`config.mk`:
```
export PLATFORM = sky130hd
export DESIGN_NAME = event_flag_mask_bank
export DESIGN_NICKNAME = d
export VERILOG_FILES = /design/src/verilog/event_bank_pkg.sv /design/src/verilog/sticky_flag_reg.sv /design/src/verilog/event_flag_mask_bank.sv
export SDC_FILE = /design/constraint.sdc
export NUM_CORES = 1
export LEC_CHECK = 0
export BUFFER_PORTS_ARGS = -buffer_cell sky130_fd_sc_hd__buf_2
export CAP_MARGIN = 25
export CORE_AREA = 8 8 79 88
export DETAILED_ROUTE_END_ITERATION = 8
export DIE_AREA = 0 0 87 96
export PLACE_DENSITY = 0.65
export RECOVER_POWER = 100
export SLEW_MARGIN = 25
export SYNTH_ARGS = -nofsm -noshare
export SYNTH_HDL_FRONTEND = slang
export SYNTH_HIERARCHICAL = 1
export SYNTH_SLANG_ARGS = --single-unit
export TNS_END_PERCENT = 100
```
`constraint.sdc`:
```
create_clock -name clk -period 2 [get_ports clk]
set_input_delay 0.4 -clock clk [delete_from_list [all_inputs] [get_ports clk]]
set_output_delay 0.4 -clock clk [all_outputs]
set_load 0.01 [all_outputs]
```
`src/verilog/event_bank_pkg.sv`:
```
package event_bank_pkg;

    // register port geometry
    localparam int unsigned ADDR_W = 8;
    localparam int unsigned DATA_W = 8;

    // register offsets
    localparam logic [7:0] FAULT_FLAGS_ADDR   = 8'h04;
    localparam logic [7:0] MEAS_FLAGS_ADDR    = 8'h05;
    localparam logic [7:0] TIMER_FLAGS_ADDR   = 8'h06;
    localparam logic [7:0] CHARGE_MASK_ADDR   = 8'h07;

    // reset values
    localparam logic [7:0] FLAGS_RESET        = 8'h00;
    localparam logic [7:0] MASK_RESET         = 8'h00;
    localparam logic [7:0] UNMAPPED_READ      = 8'h00;

    // bits that can ever be set; reserved bits read zero
    localparam logic [7:0] FAULT_LIVE_BITS    = 8'hbf;
    localparam logic [7:0] MEAS_LIVE_BITS     = 8'hf1;
    localparam logic [7:0] TIMER_LIVE_BITS    = 8'h7f;

    // fault event register bit positions
    localparam int unsigned FLT_OVERVOLT_BIT  = 7;
    localparam int unsigned FLT_BAT_OCP_BIT   = 5;
    localparam int unsigned FLT_BAT_UV_BIT    = 4;
    localparam int unsigned FLT_COLD_BIT      = 3;
    localparam int unsigned FLT_COOL_BIT      = 2;
    localparam int unsigned FLT_WARM_BIT      = 1;
    localparam int unsigned FLT_HOT_BIT       = 0;

    // measurement event register bit positions
    localparam int unsigned MEAS_DONE_BIT     = 7;
    localparam int unsigned MEAS_CMP1_BIT     = 6;
    localparam int unsigned MEAS_CMP2_BIT     = 5;
    localparam int unsigned MEAS_CMP3_BIT     = 4;
    localparam int unsigned MEAS_TS_OPEN_BIT  = 0;

    // timer and protection event register bit positions
    localparam int unsigned TMR_WATCHDOG_BIT  = 6;
    localparam int unsigned TMR_SAFETY_BIT    = 5;
    localparam int unsigned TMR_REG_OCP_BIT   = 4;
    localparam int unsigned TMR_ISET_OPEN_BIT = 3;
    localparam int unsigned TMR_WAKE1_BIT     = 2;
    localparam int unsigned TMR_WAKE2_BIT     = 1;
    localparam int unsigned TMR_RST_WARN_BIT  = 0;

    // interrupt mask register bit positions
    localparam int unsigned MSK_CV_BIT        = 6;
    localparam int unsigned MSK_DONE_BIT      = 5;
    localparam int unsigned MSK_ILIM_BIT      = 4;
    localparam int unsigned MSK_PRIO_BIT      = 3;
    localparam int unsigned MSK_DROOP_BIT     = 2;
    localparam int unsigned MSK_HEAT_BIT      = 1;
    localparam int unsigned MSK_PGOOD_BIT     = 0;

    // number of comparators
    localparam int unsigned NUM_CMP           = 3;

    // register port request
    typedef struct packed {
        logic [ADDR_W-1:0] addr;
        logic              wr_en;
        logic              rd_en;
        logic [DATA_W-1:0] wdata;
    } reg_req_s;

    // fault and thermistor region events, one-cycle pulses
    typedef struct packed {
        logic input_overvoltage_event;
        logic battery_overcurrent_event;
        logic battery_undervoltage_event;
        logic thermistor_cold_entry;
        logic thermistor_cool_entry;
        logic thermistor_warm_entry;
        logic thermistor_hot_entry;
    } fault_events_s;

    // converter events; comparator inputs are levels
    typedef struct packed {
        logic               conversion_done;
        logic [NUM_CMP-1:0] measurement_above;
        logic [NUM_CMP-1:0] threshold_direction;
        logic               thermistor_open_event;
    } meas_events_s;

    // timer and protection events, one-cycle pulses
    typedef struct packed {
        logic host_watchdog_expiry;
        logic charge_timer_expiry;
        logic regulator_overcurrent_event;
        logic current_set_open_event;
        logic button_wake_one_expiry;
        logic button_wake_two_expiry;
        logic button_reset_warning;
    } timer_events_s;

    // charge-state events, one-cycle pulses; power good is a level
    typedef struct packed {
        logic constant_voltage_entry;
        logic charge_done;
        logic input_limit_active;
        logic supply_priority_active;
        logic input_droop_active;
        logic die_heat_active;
        logic input_power_good;
    } charge_events_s;

endpackage

```
`src/verilog/sticky_flag_reg.sv`:
```
`timescale 1ns/10ps
module sticky_flag_reg #(
    parameter int unsigned        WIDTH     = 8,
    parameter logic [WIDTH-1:0]   LIVE_MASK = '1,
    parameter logic [WIDTH-1:0]   RST_VAL   = '0
) (
    input  wire logic             clk,        // core clock
    input  wire logic             srst,       // sync reset, high
    input  wire logic [WIDTH-1:0] set_pulse,  // event pulses
    input  wire logic             clear,      // read of this register
    output logic      [WIDTH-1:0] flags       // current flag state
);
    logic [WIDTH-1:0] flags_r;
    logic [WIDTH-1:0] flags_nxt;

    // set wins over clear so an event during a read waits for the next read
    always_comb begin
        flags_nxt = clear ? '0 : flags_r;
        flags_nxt = (flags_nxt | set_pulse) & LIVE_MASK;
    end

    always_ff @(posedge clk) begin
        if (srst) begin
            flags_r <= RST_VAL;
        end else begin
            flags_r <= flags_nxt;
        end
    end

    assign flags = flags_r;
endmodule

```
`src/verilog/event_flag_mask_bank.sv`:
```
`timescale 1ns/10ps
// Summary of operation
// - fault event register at 0x4, resets zero, cleared by a read of 0x4
// - bit 7 latches on input overvoltage; bit 6 reserved reads zero
// - bit 5 latches on battery overcurrent
// - bit 4 reports battery undervoltage; printed polarity looks inverted
// - bits 3..0 latch on cold, cool, warm, hot region entry
// - measurement event register at 0x5, resets zero, cleared by read
// - bit 7 latches when a conversion completes
// - bits 6..4 latch when comparator 1..3 crosses in its chosen direction
// - bits 3..1 reserved read zero; bit 0 latches on thermistor open
// - timer event register at 0x6, resets zero, cleared by read, bit 7 reserved
// - bit 6 latches on host watchdog expiry
// - bit 5 latches on charging safety timer expiry
// - bit 4 latches on output regulator overcurrent
// - bit 3 latches on current-setting pin open
// - bits 2 and 1 latch on button wake timer one and two expiry
// - bit 0 latches on button reset-warning timer expiry
// - read-write interrupt mask at 0x7, resets zero, all unmasked
// - a mask bit of one blocks its interrupt, zero allows it
// - mask bits: cv, done, input limit, priority, droop, heat, power good
// - power-good event fires on any change of power-good status
module event_flag_mask_bank
    import event_bank_pkg::*;
(
    input  wire logic                           clk,             // core clock, 200 MHz
    input  wire logic                           srst,            // sync reset, high
    input  wire event_bank_pkg::reg_req_s       reg_req,         // register port request
    output logic      [event_bank_pkg::DATA_W-1:0] reg_rdata,    // read data, one cycle after read
    output logic                                reg_rvalid,      // read data valid pulse
    input  wire event_bank_pkg::fault_events_s  fault_ev,        // fault and region events
    input  wire event_bank_pkg::meas_events_s   meas_ev,         // converter events
    input  wire event_bank_pkg::timer_events_s  timer_ev,        // timer and protection events
    input  wire event_bank_pkg::charge_events_s charge_ev,       // charge-state events
    output logic      [7:0]                     charge_irq_req,  // unmasked charge-state requests
    output logic      [7:0]                     mask_bits,       // current interrupt mask
    output logic                                fault_pending,   // fault register non-zero
    output logic                                meas_pending,    // measurement register non-zero
    output logic                                timer_pending    // timer register non-zero
);
    import event_bank_pkg::*;

    // register decode, used for every register
    // the full offset is compared, so nothing aliases onto the four registers
    function automatic logic hit(input reg_req_s req, input logic [7:0] a);
        hit = (req.addr == a);
    endfunction

    logic rd_fault;
    logic rd_meas;
    logic rd_timer;
    logic wr_mask;

    // read and write strobes per register
    // a read and a write may come together; each is decoded on its own
    always_comb begin
        rd_fault = reg_req.rd_en & hit(reg_req, FAULT_FLAGS_ADDR);
        rd_meas  = reg_req.rd_en & hit(reg_req, MEAS_FLAGS_ADDR);
        rd_timer = reg_req.rd_en & hit(reg_req, TIMER_FLAGS_ADDR);
        wr_mask  = reg_req.wr_en & hit(reg_req, CHARGE_MASK_ADDR);
    end

    // comparator crossings and power-good history
    logic [NUM_CMP-1:0] cmp_cross;
    logic               pgood_r;
    logic               pgood_nxt;
    logic               pgood_change;

    // one crossing detector per comparator; a level held high flags only once
    for (genvar i = 0; i < NUM_CMP; i++) begin : g_cmp
        logic meet;
        logic meet_r;
        logic meet_nxt;

        // condition met = above when direction is one, below when zero
        always_comb begin
            meet     = ~(meas_ev.measurement_above[i] ^ meas_ev.threshold_direction[i]);
            meet_nxt = meet;
        end

        // history starts cleared so a condition already true at reset counts once
        always_ff @(posedge clk) begin
            if (srst) begin
                meet_r <= 1'b0;
            end else begin
                meet_r <= meet_nxt;
            end
        end

        // rising edge only; flipping the direction bit can also produce one
        assign cmp_cross[i] = meet & ~meet_r;
    end

    // power-good change in either direction
    always_comb begin
        pgood_nxt    = charge_ev.input_power_good;
        pgood_change = charge_ev.input_power_good ^ pgood_r;
    end

    // history starts low, so a supply already good at reset reports one change
    always_ff @(posedge clk) begin
        if (srst) begin
            pgood_r <= 1'b0;
        end else begin
            pgood_r <= pgood_nxt;
        end
    end

    // map event pulses onto register bit positions
    logic [7:0] fault_set;
    logic [7:0] meas_set;
    logic [7:0] timer_set;

    always_comb begin
        // fault register: bit 6 is reserved and never set
        fault_set = 8'h00;
        fault_set[FLT_OVERVOLT_BIT]  = fault_ev.input_overvoltage_event;
        fault_set[FLT_BAT_OCP_BIT]   = fault_ev.battery_overcurrent_event;
        // one means undervoltage seen, keeping the zero reset meaningful
        fault_set[FLT_BAT_UV_BIT]    = fault_ev.battery_undervoltage_event;
        fault_set[FLT_COLD_BIT]      = fault_ev.thermistor_cold_entry;
        fault_set[FLT_COOL_BIT]      = fault_ev.thermistor_cool_entry;
        fault_set[FLT_WARM_BIT]      = fault_ev.thermistor_warm_entry;
        fault_set[FLT_HOT_BIT]       = fault_ev.thermistor_hot_entry;

        // comparator bits come from the crossing detectors, not the raw levels
        meas_set = 8'h00;
        meas_set[MEAS_DONE_BIT]      = meas_ev.conversion_done;
        meas_set[MEAS_CMP1_BIT]      = cmp_cross[0];
        meas_set[MEAS_CMP2_BIT]      = cmp_cross[1];
        meas_set[MEAS_CMP3_BIT]      = cmp_cross[2];
        meas_set[MEAS_TS_OPEN_BIT]   = meas_ev.thermistor_open_event;

        // timer register: bit 7 is reserved and never set
        timer_set = 8'h00;
        timer_set[TMR_WATCHDOG_BIT]  = timer_ev.host_watchdog_expiry;
        timer_set[TMR_SAFETY_BIT]    = timer_ev.charge_timer_expiry;
        timer_set[TMR_REG_OCP_BIT]   = timer_ev.regulator_overcurrent_event;
        timer_set[TMR_ISET_OPEN_BIT] = timer_ev.current_set_open_event;
        timer_set[TMR_WAKE1_BIT]     = timer_ev.button_wake_one_expiry;
        timer_set[TMR_WAKE2_BIT]     = timer_ev.button_wake_two_expiry;
        timer_set[TMR_RST_WARN_BIT]  = timer_ev.button_reset_warning;
    end

    logic [7:0] fault_flags;
    logic [7:0] meas_flags;
    logic [7:0] timer_flags;

    // clear-on-read flag registers; reserved bits masked to zero
    sticky_flag_reg #(
        .WIDTH     (8),
        .LIVE_MASK (FAULT_LIVE_BITS),
        .RST_VAL   (FLAGS_RESET)
    ) u_fault_flags (
        .clk       (clk),
        .srst      (srst),
        .set_pulse (fault_set),
        .clear     (rd_fault),
        .flags     (fault_flags)
    );

    // measurement flags; reserved bits 3..1 stay zero
    sticky_flag_reg #(
        .WIDTH     (8),
        .LIVE_MASK (MEAS_LIVE_BITS),
        .RST_VAL   (FLAGS_RESET)
    ) u_meas_flags (
        .clk       (clk),
        .srst      (srst),
        .set_pulse (meas_set),
        .clear     (rd_meas),
        .flags     (meas_flags)
    );

    // timer and protection flags; reserved bit 7 stays zero
    sticky_flag_reg #(
        .WIDTH     (8),
        .LIVE_MASK (TIMER_LIVE_BITS),
        .RST_VAL   (FLAGS_RESET)
    ) u_timer_flags (
        .clk       (clk),
        .srst      (srst),
        .set_pulse (timer_set),
        .clear     (rd_timer),
        .flags     (timer_flags)
    );

    // interrupt mask, all eight bits writable including reserved bit 7
    logic [7:0] mask_r;
    logic [7:0] mask_nxt;

    // writes to the flag registers are ignored; they only clear on read
    always_comb begin
        mask_nxt = wr_mask ? reg_req.wdata : mask_r;
    end

    // mask register, all unmasked after reset
    always_ff @(posedge clk) begin
        if (srst) begin
            mask_r <= MASK_RESET;
        end else begin
            mask_r <= mask_nxt;
        end
    end

    // charge-state requests; masking never touches the flags themselves
    logic [7:0] charge_raw;
    logic [7:0] irq_req_r;
    logic [7:0] irq_req_nxt;

    always_comb begin
        // bit 7 has no event behind it, so its request stays low
        charge_raw = 8'h00;
        charge_raw[MSK_CV_BIT]    = charge_ev.constant_voltage_entry;
        charge_raw[MSK_DONE_BIT]  = charge_ev.charge_done;
        charge_raw[MSK_ILIM_BIT]  = charge_ev.input_limit_active;
        charge_raw[MSK_PRIO_BIT]  = charge_ev.supply_priority_active;
        charge_raw[MSK_DROOP_BIT] = charge_ev.input_droop_active;
        charge_raw[MSK_HEAT_BIT]  = charge_ev.die_heat_active;
        charge_raw[MSK_PGOOD_BIT] = pgood_change;
        // a set mask bit blocks its request; zero lets it through
        irq_req_nxt = charge_raw & ~mask_r;
    end

    // requests registered so the pulse leaves the block glitch free
    always_ff @(posedge clk) begin
        if (srst) begin
            irq_req_r <= 8'h00;
        end else begin
            irq_req_r <= irq_req_nxt;
        end
    end

    // read mux; the value returned is the one before the clear takes effect
    logic [7:0] rdata_r;
    logic [7:0] rdata_nxt;
    logic       rvalid_r;
    logic       rvalid_nxt;

    always_comb begin
        rdata_nxt  = rdata_r;
        // every read is answered, mapped or not
        rvalid_nxt = reg_req.rd_en;
        // unmapped offsets answer zero and clear nothing
        if (reg_req.rd_en) begin
            if (hit(reg_req, FAULT_FLAGS_ADDR)) begin
                rdata_nxt = fault_flags;
            end else if (hit(reg_req, MEAS_FLAGS_ADDR)) begin
                rdata_nxt = meas_flags;
            end else if (hit(reg_req, TIMER_FLAGS_ADDR)) begin
                rdata_nxt = timer_flags;
            end else if (hit(reg_req, CHARGE_MASK_ADDR)) begin
                rdata_nxt = mask_r;
            end else begin
                rdata_nxt = UNMAPPED_READ;
            end
        end
    end

    // answer registered one cycle after the read strobe
    always_ff @(posedge clk) begin
        if (srst) begin
            rdata_r  <= 8'h00;
            rvalid_r <= 1'b0;
        end else begin
            rdata_r  <= rdata_nxt;
            rvalid_r <= rvalid_nxt;
        end
    end

    // pending levels come from flops fed by the next flag values, so they
    // track the flags cycle for cycle; this repeats the flag update, so a
    // change to the flag register must be mirrored here
    logic [2:0] pending_r;
    logic [2:0] pending_nxt;

    always_comb begin
        pending_nxt[0] = |(((rd_fault ? 8'h00 : fault_flags) | fault_set) & FAULT_LIVE_BITS);
        pending_nxt[1] = |(((rd_meas ? 8'h00 : meas_flags) | meas_set) & MEAS_LIVE_BITS);
        pending_nxt[2] = |(((rd_timer ? 8'h00 : timer_flags) | timer_set) & TIMER_LIVE_BITS);
    end

    always_ff @(posedge clk) begin
        if (srst) begin
            pending_r <= 3'h0;
        end else begin
            pending_r <= pending_nxt;
        end
    end

    // register port answer
    assign reg_rdata      = rdata_r;
    assign reg_rvalid     = rvalid_r;

    // interrupt request, mask and pending levels
    assign charge_irq_req = irq_req_r;
    assign mask_bits      = mask_r;
    assign fault_pending  = pending_r[0];
    assign meas_pending   = pending_r[1];
    assign timer_pending  = pending_r[2];
endmodule

```
==> flow_metrics.py, run 1 <==
metrics = {
    "global_routing": {
        "grt_first_pass_wirelength_um": 8560,
        "gr-usage-all-layers_pct": 13.0,
        "grt_start_max_net_pins": 51,
        "first_global_vias": 1819,
        "globalRouteOverflowTotal": 0,
        "antenna_found_initial": 0,
    },
    "logic_synthesis": {
        "yosys.area_share.xor_xnor_pct": 1.64,
        "synth_cell_type_count": 28,
        "synth_simple_gate_area_share_pct": 24.2,
        "post_synth.cell_area_avg_um2": 9.02,
        "synth_top_area_share_pct": 46.8,
        "synth_area_mm2": 0.00214,
        "post-synth-top-area-cell": "sky130_fd_sc_hd__dfxtp_1",
        "synth-seq-cells": 50,
        "synthMuxAreaShare_pct": 8.78,
        "post_synth_fa_ha_maj_area_fraction_pct": 0,
        "compound_cell_area_share_of_the_yosys_netlist_pct": 10.0,
        "synthesis.instances": 237,
        "sequential_cell_area_fraction_in_the_yosys_report_pct": 46.8,
        "yosysWarningCount": 6,
        "top_cells_by_area_in_the_synthesized_netlist": "sky130_fd_sc_hd__dfxtp_1 (47%), sky130_fd_sc_hd__a21oi_1 (8.2%), sky130_fd_sc_hd__mux4_2 (6.3%)",
        "combinational_family_with_the_most_area_after_synthesis": "simple AND/OR/NAND/NOR gates",
    },
    "status": {
        "outcome": "completed",
    },
    "clock_network": {
        "holdBufCountCts": 0,
        "postcts_setup_bufs": 0,
        "htreeDepth": 2,
        "worst_setup_hold_path_clk_slew_ns": 0.09,
        "post_cts_resized": 0,
        "numClockSinks": 50,
        "numCtsBuffers": 5,
        "insertion_delay_of_the_later_clocked_pin_in_the_worst_skew_pair_ns": 0.30,
        "cts_buffer_depth": 2,
        "cts_root_buffer": "sky130_fd_sc_hd__clkbuf_8",
        "cts_tree": "yes",
    },
    "timing": {
        "finalWorstPathRequiredPeriod_ns": 1.47,
        "rsz0062_at_grt": "false",
        "final-setup-viol-count": 0,
        "max_slew.worst_pin.slew_ns": 0.954,
        "report.final.slew_viol_count": 0,
        "fin_worst_hold_slack_ns": 0.328,
        "max_freq_mhz": 682,
        "relSlewSlack_pct": 36.4,
        "fin_skew_ns": 0.00911,
        "period_share_pct": 73.3,
        "totalNegativeSetupSlack_ns": 0,
        "timing_hold_violations_final": 0,
    },
    "critical_path": {
        "end_kind": "register",
        "crit_path_start_kind": "input port",
        "worst-endpoint-arrival_ns": 1.62,
        "cp_cell_sequence": "buf_2 > and3_1 > nand3_1 > nand2_1 > a21oi_1",
        "criticalPathCategory": "input port to register",
        "slowest_delay_ns": 0.39,
        "critical-path-slowest-cell": "sky130_fd_sc_hd__and3_1",
        "critical_path.max_fanout": 13,
        "worstPathRequired_ns": 2.16,
    },
    "final_layout": {
        "layout.nets": 357,
        "drive_above_1_share_pct": 20.7,
        "mostFrequentLayoutCells": "sky130_fd_sc_hd__dfxtp_1 (50), sky130_fd_sc_hd__buf_2 (48), sky130_fd_sc_hd__a21oi_1 (35)",
        "syn2layout_area_growth_pct": 23.6,
        "insertedDiodeCount": 0,
        "postLayoutCellArea_mm2": 0.00264,
        "fill_cells": 570,
        "final_common_cell": "sky130_fd_sc_hd__dfxtp_1",
    },
    "placement": {
        "detailed_place_hpwl_um": 4190,
        "dpl-instance-area_mm2": 0.00254,
        "placement.io_buffers": 75,
        "gp_congestion": 0.837,
    },
    "floorplan": {
        "die-area_mm2": 0.00835,
        "die-height_um": 96,
        "top_level_i_o_count": 77,
        "core_area_mm2": 0.00555,
        "initial_utilization_pct": 38.5,
        "die_width_um": 87,
        "row_count": 29,
    },
    "flow_run": {
        "maxCapViolations": 0,
    },
    "hold_path": {
        "hold_path.class": "input port to register",
    },
    "drt": {
        "drt_wl_total_um": 5410,
        "wire_per_inst_um": 14.0,
        "maxUsedRoutingLayer": "met4",
        "drt_pass1_iterations": 4,
        "viasPerCell": 4.69,
        "dr.first_iter.drc_count": 126,
        "wl_met1_um": 2270,
        "ant_nets": 0,
        "wl_met2_um": 2720,
        "remaining_drc_errors": 0,
        "met3_length_um": 317,
        "vias": 1810,
    },
    "pwr": {
        "p_leak_nw": 1.14,
        "power_density_mw_per_mm2": 816,
        "vdd.ir_drop.worst_mv": 0.413,
    },
}
[final cells by class]
cell class / instances / area, um^2 / share of cell area, %
sequential: 50 / 1000 / 37.9
multi-input combinational: 154 / 973 / 36.8
timing repair buffer: 77 / 354 / 13.4
tap: 77 / 96.3 / 3.65
inverter: 20 / 75.1 / 2.84
clock buffer: 6 / 82.6 / 3.13
clock inverter: 2 / 60.1 / 2.27
[registers in the layout, summed over array words and instances (netlist names), 3 cells and up]
name                 cells
mask_bits                8
reg_rdata                8
charge_irq_req           7
u_fault_flags/flags      7
u_timer_flags/flags      7
u_meas_flags/flags       5
g_cmp.meet_r             3
pending_r                3
[kinds of logic (layout without fill, tap and decap cells)]
group,after synthesis,count (layout)
AND/OR/NAND/NOR,95,95
flip-flops,50,50
AO/OA/AOI/OAI,41,41
buffers and inverters,35,105
multiplexers,8,8
other,4,6
XOR/XNOR,4,4
[metrics by stage]
step | util, % | total power, W | worst slack (ns) | std cells
2_1_floorplan | - | 0.00122 | 0.604 | 239
3_3_place_gp | 45.7 | 0.00132 | 0.261 | 378
3_5_place_dp | 45.7 | 0.00132 | 0.265 | 378
4_1_cts | 48.3 | 0.00217 | 0.584 | 386
5_1_grt | 47.6 | 0.00224 | 0.406 | 386
6_report | 47.6 | 0.00216 | 0.534 | 386
[synth_stat cells (all sizes together)]
library cell	count
buf	11
inv	20
mux4	8
clkbuf	4
nand2b	19
o31ai	2
conb	4
and4	2
and3	3
nor3b	6
and4b	1
dfxtp	50
o21ai	1
nand3	10
nor3	7
nor2	19
a21oi	35
nand2	12
xor2	3
a31oi	3
nor4b	1
nor2b	11
xnor2	1
nor4	4
[critical path: cells and delay by family]
family                 cells  cell delay [ns]
buffers and inverters      1             0.28
and+or+nand+nor            3             0.87
AOI/OAI and AO/OA          1             0.07
[metal layers]
metal,GRT usage (%),up-vias
met5,0,-
met4,5.32,0
met3,3.76,8
met2,22.4,39
met1,14.9,834
li1,-,929
[worst paths after layout]
| check | from | endpoint | slack [ns] | depth (start not counted) |
|---|---|---|---|---|
| setup reg to reg | mask_bits[1] | reg_rdata[1] | 0.77 | 3 |
| hold / removal | charge_ev[0] | pgood_r | 0.33 | 2 |
| hold reg to reg | mask_bits[2] | charge_irq_req[2] | 0.49 | 1 |
| setup / recovery | reg_req[10] | mask_bits[0] | 0.53 | 5 |
[report_power, final]
part           switching [W]  total (W)  internal, W  leakage (nW)
logic               0.000111   0.000216     0.000106         0.659
registers          0.0000316    0.00108      0.00104         0.413
clock network       0.000331   0.000865     0.000533        0.0714
total               0.000473    0.00216      0.00168          1.14
(Power assumes the default switching activity.)
==> run 2, diff against run 1 <==
--- a/config.mk
+++ b/config.mk
@@ -10,7 +10,7 @@
 export CORE_AREA = 8 8 79 88
 export DETAILED_ROUTE_END_ITERATION = 8
 export DIE_AREA = 0 0 87 96
-export PLACE_DENSITY = 0.65
+export PLACE_DENSITY = 0.68
 export RECOVER_POWER = 100
 export SLEW_MARGIN = 25
 export SYNTH_ARGS = -nofsm -noshare
==> constraint.sdc (replaced) <==
create_clock -name clk -period 1.3 [get_ports clk]
set_input_delay 0.26 -clock clk [delete_from_list [all_inputs] [get_ports clk]]
set_output_delay 0.26 -clock clk [all_outputs]
set_load 0.01 [all_outputs]
==> run 2 against run 1 <==
  * Largest power group unchanged
  * Worst setup slack got worse by 0.42 ns
  * Die area is the same
  * Critical path depth down 1
  * Worst hold slack got worse by 0.14 ns
  * Global-route usage rose by 0.81 points
  * Non-clock buffer count increased by 9
  * Sequential share of layout area shrank 0.81 points
==> flow_metrics.py, run 2 (synthesis results as in run 1) <==
metrics = {
    "status": {
        "outcome": "completed",
    },
    "final_layout": {
        "mostFrequentLayoutCells": "sky130_fd_sc_hd__dfxtp_1 (50), sky130_fd_sc_hd__buf_2 (45), sky130_fd_sc_hd__a21oi_1 (35)",
        "final_common_cell": "sky130_fd_sc_hd__dfxtp_1",
        "insertedDiodeCount": 0,
        "syn2layout_area_growth_pct": 26.3,
        "layout.cells.non_filler": 395,
        "layout.nets": 366,
        "fill_cells": 582,
        "drive_above_1_share_pct": 22.0,
    },
    "floorplan": {
        "top_level_i_o_count": 77,
        "die_width_um": 87,
        "row_count": 29,
        "die-height_um": 96,
        "initial_utilization_pct": 38.5,
        "core_area_mm2": 0.00555,
        "die-area_mm2": 0.00835,
    },
    "hold_path": {
        "hold_path.class": "input port to register",
    },
    "placement": {
        "dp.cells": 387,
        "gp_congestion": 0.863,
        "detailed_place_hpwl_um": 4310,
        "placement.io_buffers": 75,
    },
    "drt": {
        "remaining_drc_errors": 0,
        "ant_nets": 0,
        "wire_per_inst_um": 14.4,
        "viasPerCell": 4.74,
        "drt_pass1_iterations": 4,
        "dr.first_iter.drc_count": 89,
        "drt_wl_total_um": 5680,
        "vias": 1871,
    },
    "timing": {
        "totalNegativeSetupSlack_ns": 0,
        "report.final.slew_viol_count": 0,
        "final-setup-viol-count": 0,
        "period_share_pct": 91.5,
        "timing_hold_violations_final": 0,
        "fin_skew_ns": 0.00582,
        "finalWorstPathRequiredPeriod_ns": 1.19,
        "max_freq_mhz": 841,
        "rsz0062_at_grt": "false",
    },
    "critical_path": {
        "criticalPathCategory": "input port to register",
        "worst-endpoint-arrival_ns": 1.38,
        "end_kind": "register",
        "worstPathRequired_ns": 1.49,
        "crit_path_start_kind": "input port",
        "critical_path.max_fanout": 11,
    },
    "clock_network": {
        "worst_setup_hold_path_clk_slew_ns": 0.09,
        "insertion_delay_of_the_later_clocked_pin_in_the_worst_skew_pair_ns": 0.30,
        "numCtsBuffers": 5,
        "cts_tree": "yes",
        "numClockSinks": 50,
        "cts_buffer_depth": 2,
        "post_cts_resized": 0,
        "postcts_setup_bufs": 0,
        "cts_root_buffer": "sky130_fd_sc_hd__clkbuf_8",
        "htreeDepth": 2,
        "holdBufCountCts": 0,
    },
    "pwr": {
        "p_leak_nw": 1.17,
        "power.share.clock_pct": 34.6,
        "power_density_mw_per_mm2": 1140,
        "seq_power_share_pct": 53.8,
        "comb_power_share_pct": 11.5,
        "p_switching_w": 0.000719,
        "vdd.ir_drop.worst_mv": 0.647,
        "p_int_w": 0.00236,
        "switching_share_pct": 23.4,
    },
    "global_routing": {
        "grt_first_pass_wirelength_um": 9040,
        "antenna_found_initial": 0,
        "gr-usage-all-layers_pct": 13.8,
        "grt_start_max_net_pins": 51,
        "first_global_vias": 1972,
        "globalRouteOverflowTotal": 0,
    },
    "flow_run": {
        "maxCapViolations": 0,
    },
}
==> run 2: cell types whose count changed in the layout (fill, tap and decap cells not counted), sizes merged <==
cell,change
buf,+6
bufinv,-1
clkbuf,+3
clkinvlp,+1
==> run 2: layout make-up <==
type / count / area [um^2] / share of cell area (%)
timing repair buffer: 86 / 443 / 16.4
clock buffer: 6 / 72.6 / 2.69
inverter: 20 / 75.1 / 2.78
sequential: 50 / 1000 / 37.1
clock inverter: 2 / 37.5 / 1.39
tap: 77 / 96.3 / 3.57
multi-input combinational: 154 / 975 / 36.1
==> run 2: routing by layer <==
metal	up-vias	global-route usage, %	part of all wire [%]
li1	950	-	-
met4	0	6.61	2.3
met5	-	0	0
met3	11	4.01	6.5
met2	54	24.5	51
met1	856	14.9	41
==> run 2: worst paths after layout <==
path / to / cells past startpoint / slack, ns / from
max reg2reg: reg_rdata[1] / 3 / 0.12 / u_fault_flags/flags[1]
min reg2reg: charge_irq_req[6] / 1 / 0.49 / mask_bits[6]
max: reg_rdata[1] / 4 / 0.11 / reg_req[10]
min: pgood_r / 2 / 0.19 / charge_ev[0]
==> run 2: power groups by stage <==
stage | Sequential (W) | Clock [W] | Combinational, W
floorplan | 0.00168 | 0 | 0.000201
global placement | 0.00169 | 0 | 0.000353
detailed placement | 0.00169 | 0 | 0.000359
CTS | 0.00166 | 0.00109 | 0.000364
global route | 0.00167 | 0.00115 | 0.000397
finish | 0.00166 | 0.00107 | 0.000355
==> run 2: critical path, cell delays in order <==
cell and delay [ns]:
sky130_fd_sc_hd__clkbuf_2 0.29, sky130_fd_sc_hd__mux4_1 0.62, sky130_fd_sc_hd__a21oi_1 0.16, sky130_fd_sc_hd__nor2_1 0.05
==> run 2: through the flow <==
step	setup slack [ns]	cell area [um^2]	utilization (%)	hold slack, ns	total power [W]
floorplan	0.0436	2150	-	0.329	0.00188
global placement	-0.184	2630	47.4	0.479	0.00204
detailed placement	-0.198	2630	47.4	0.471	0.00205
CTS	0.101	2740	49.4	0.184	0.00311
global route	0.0481	2700	48.6	0.198	0.00321
finish	0.111	2700	48.6	0.193	0.00308
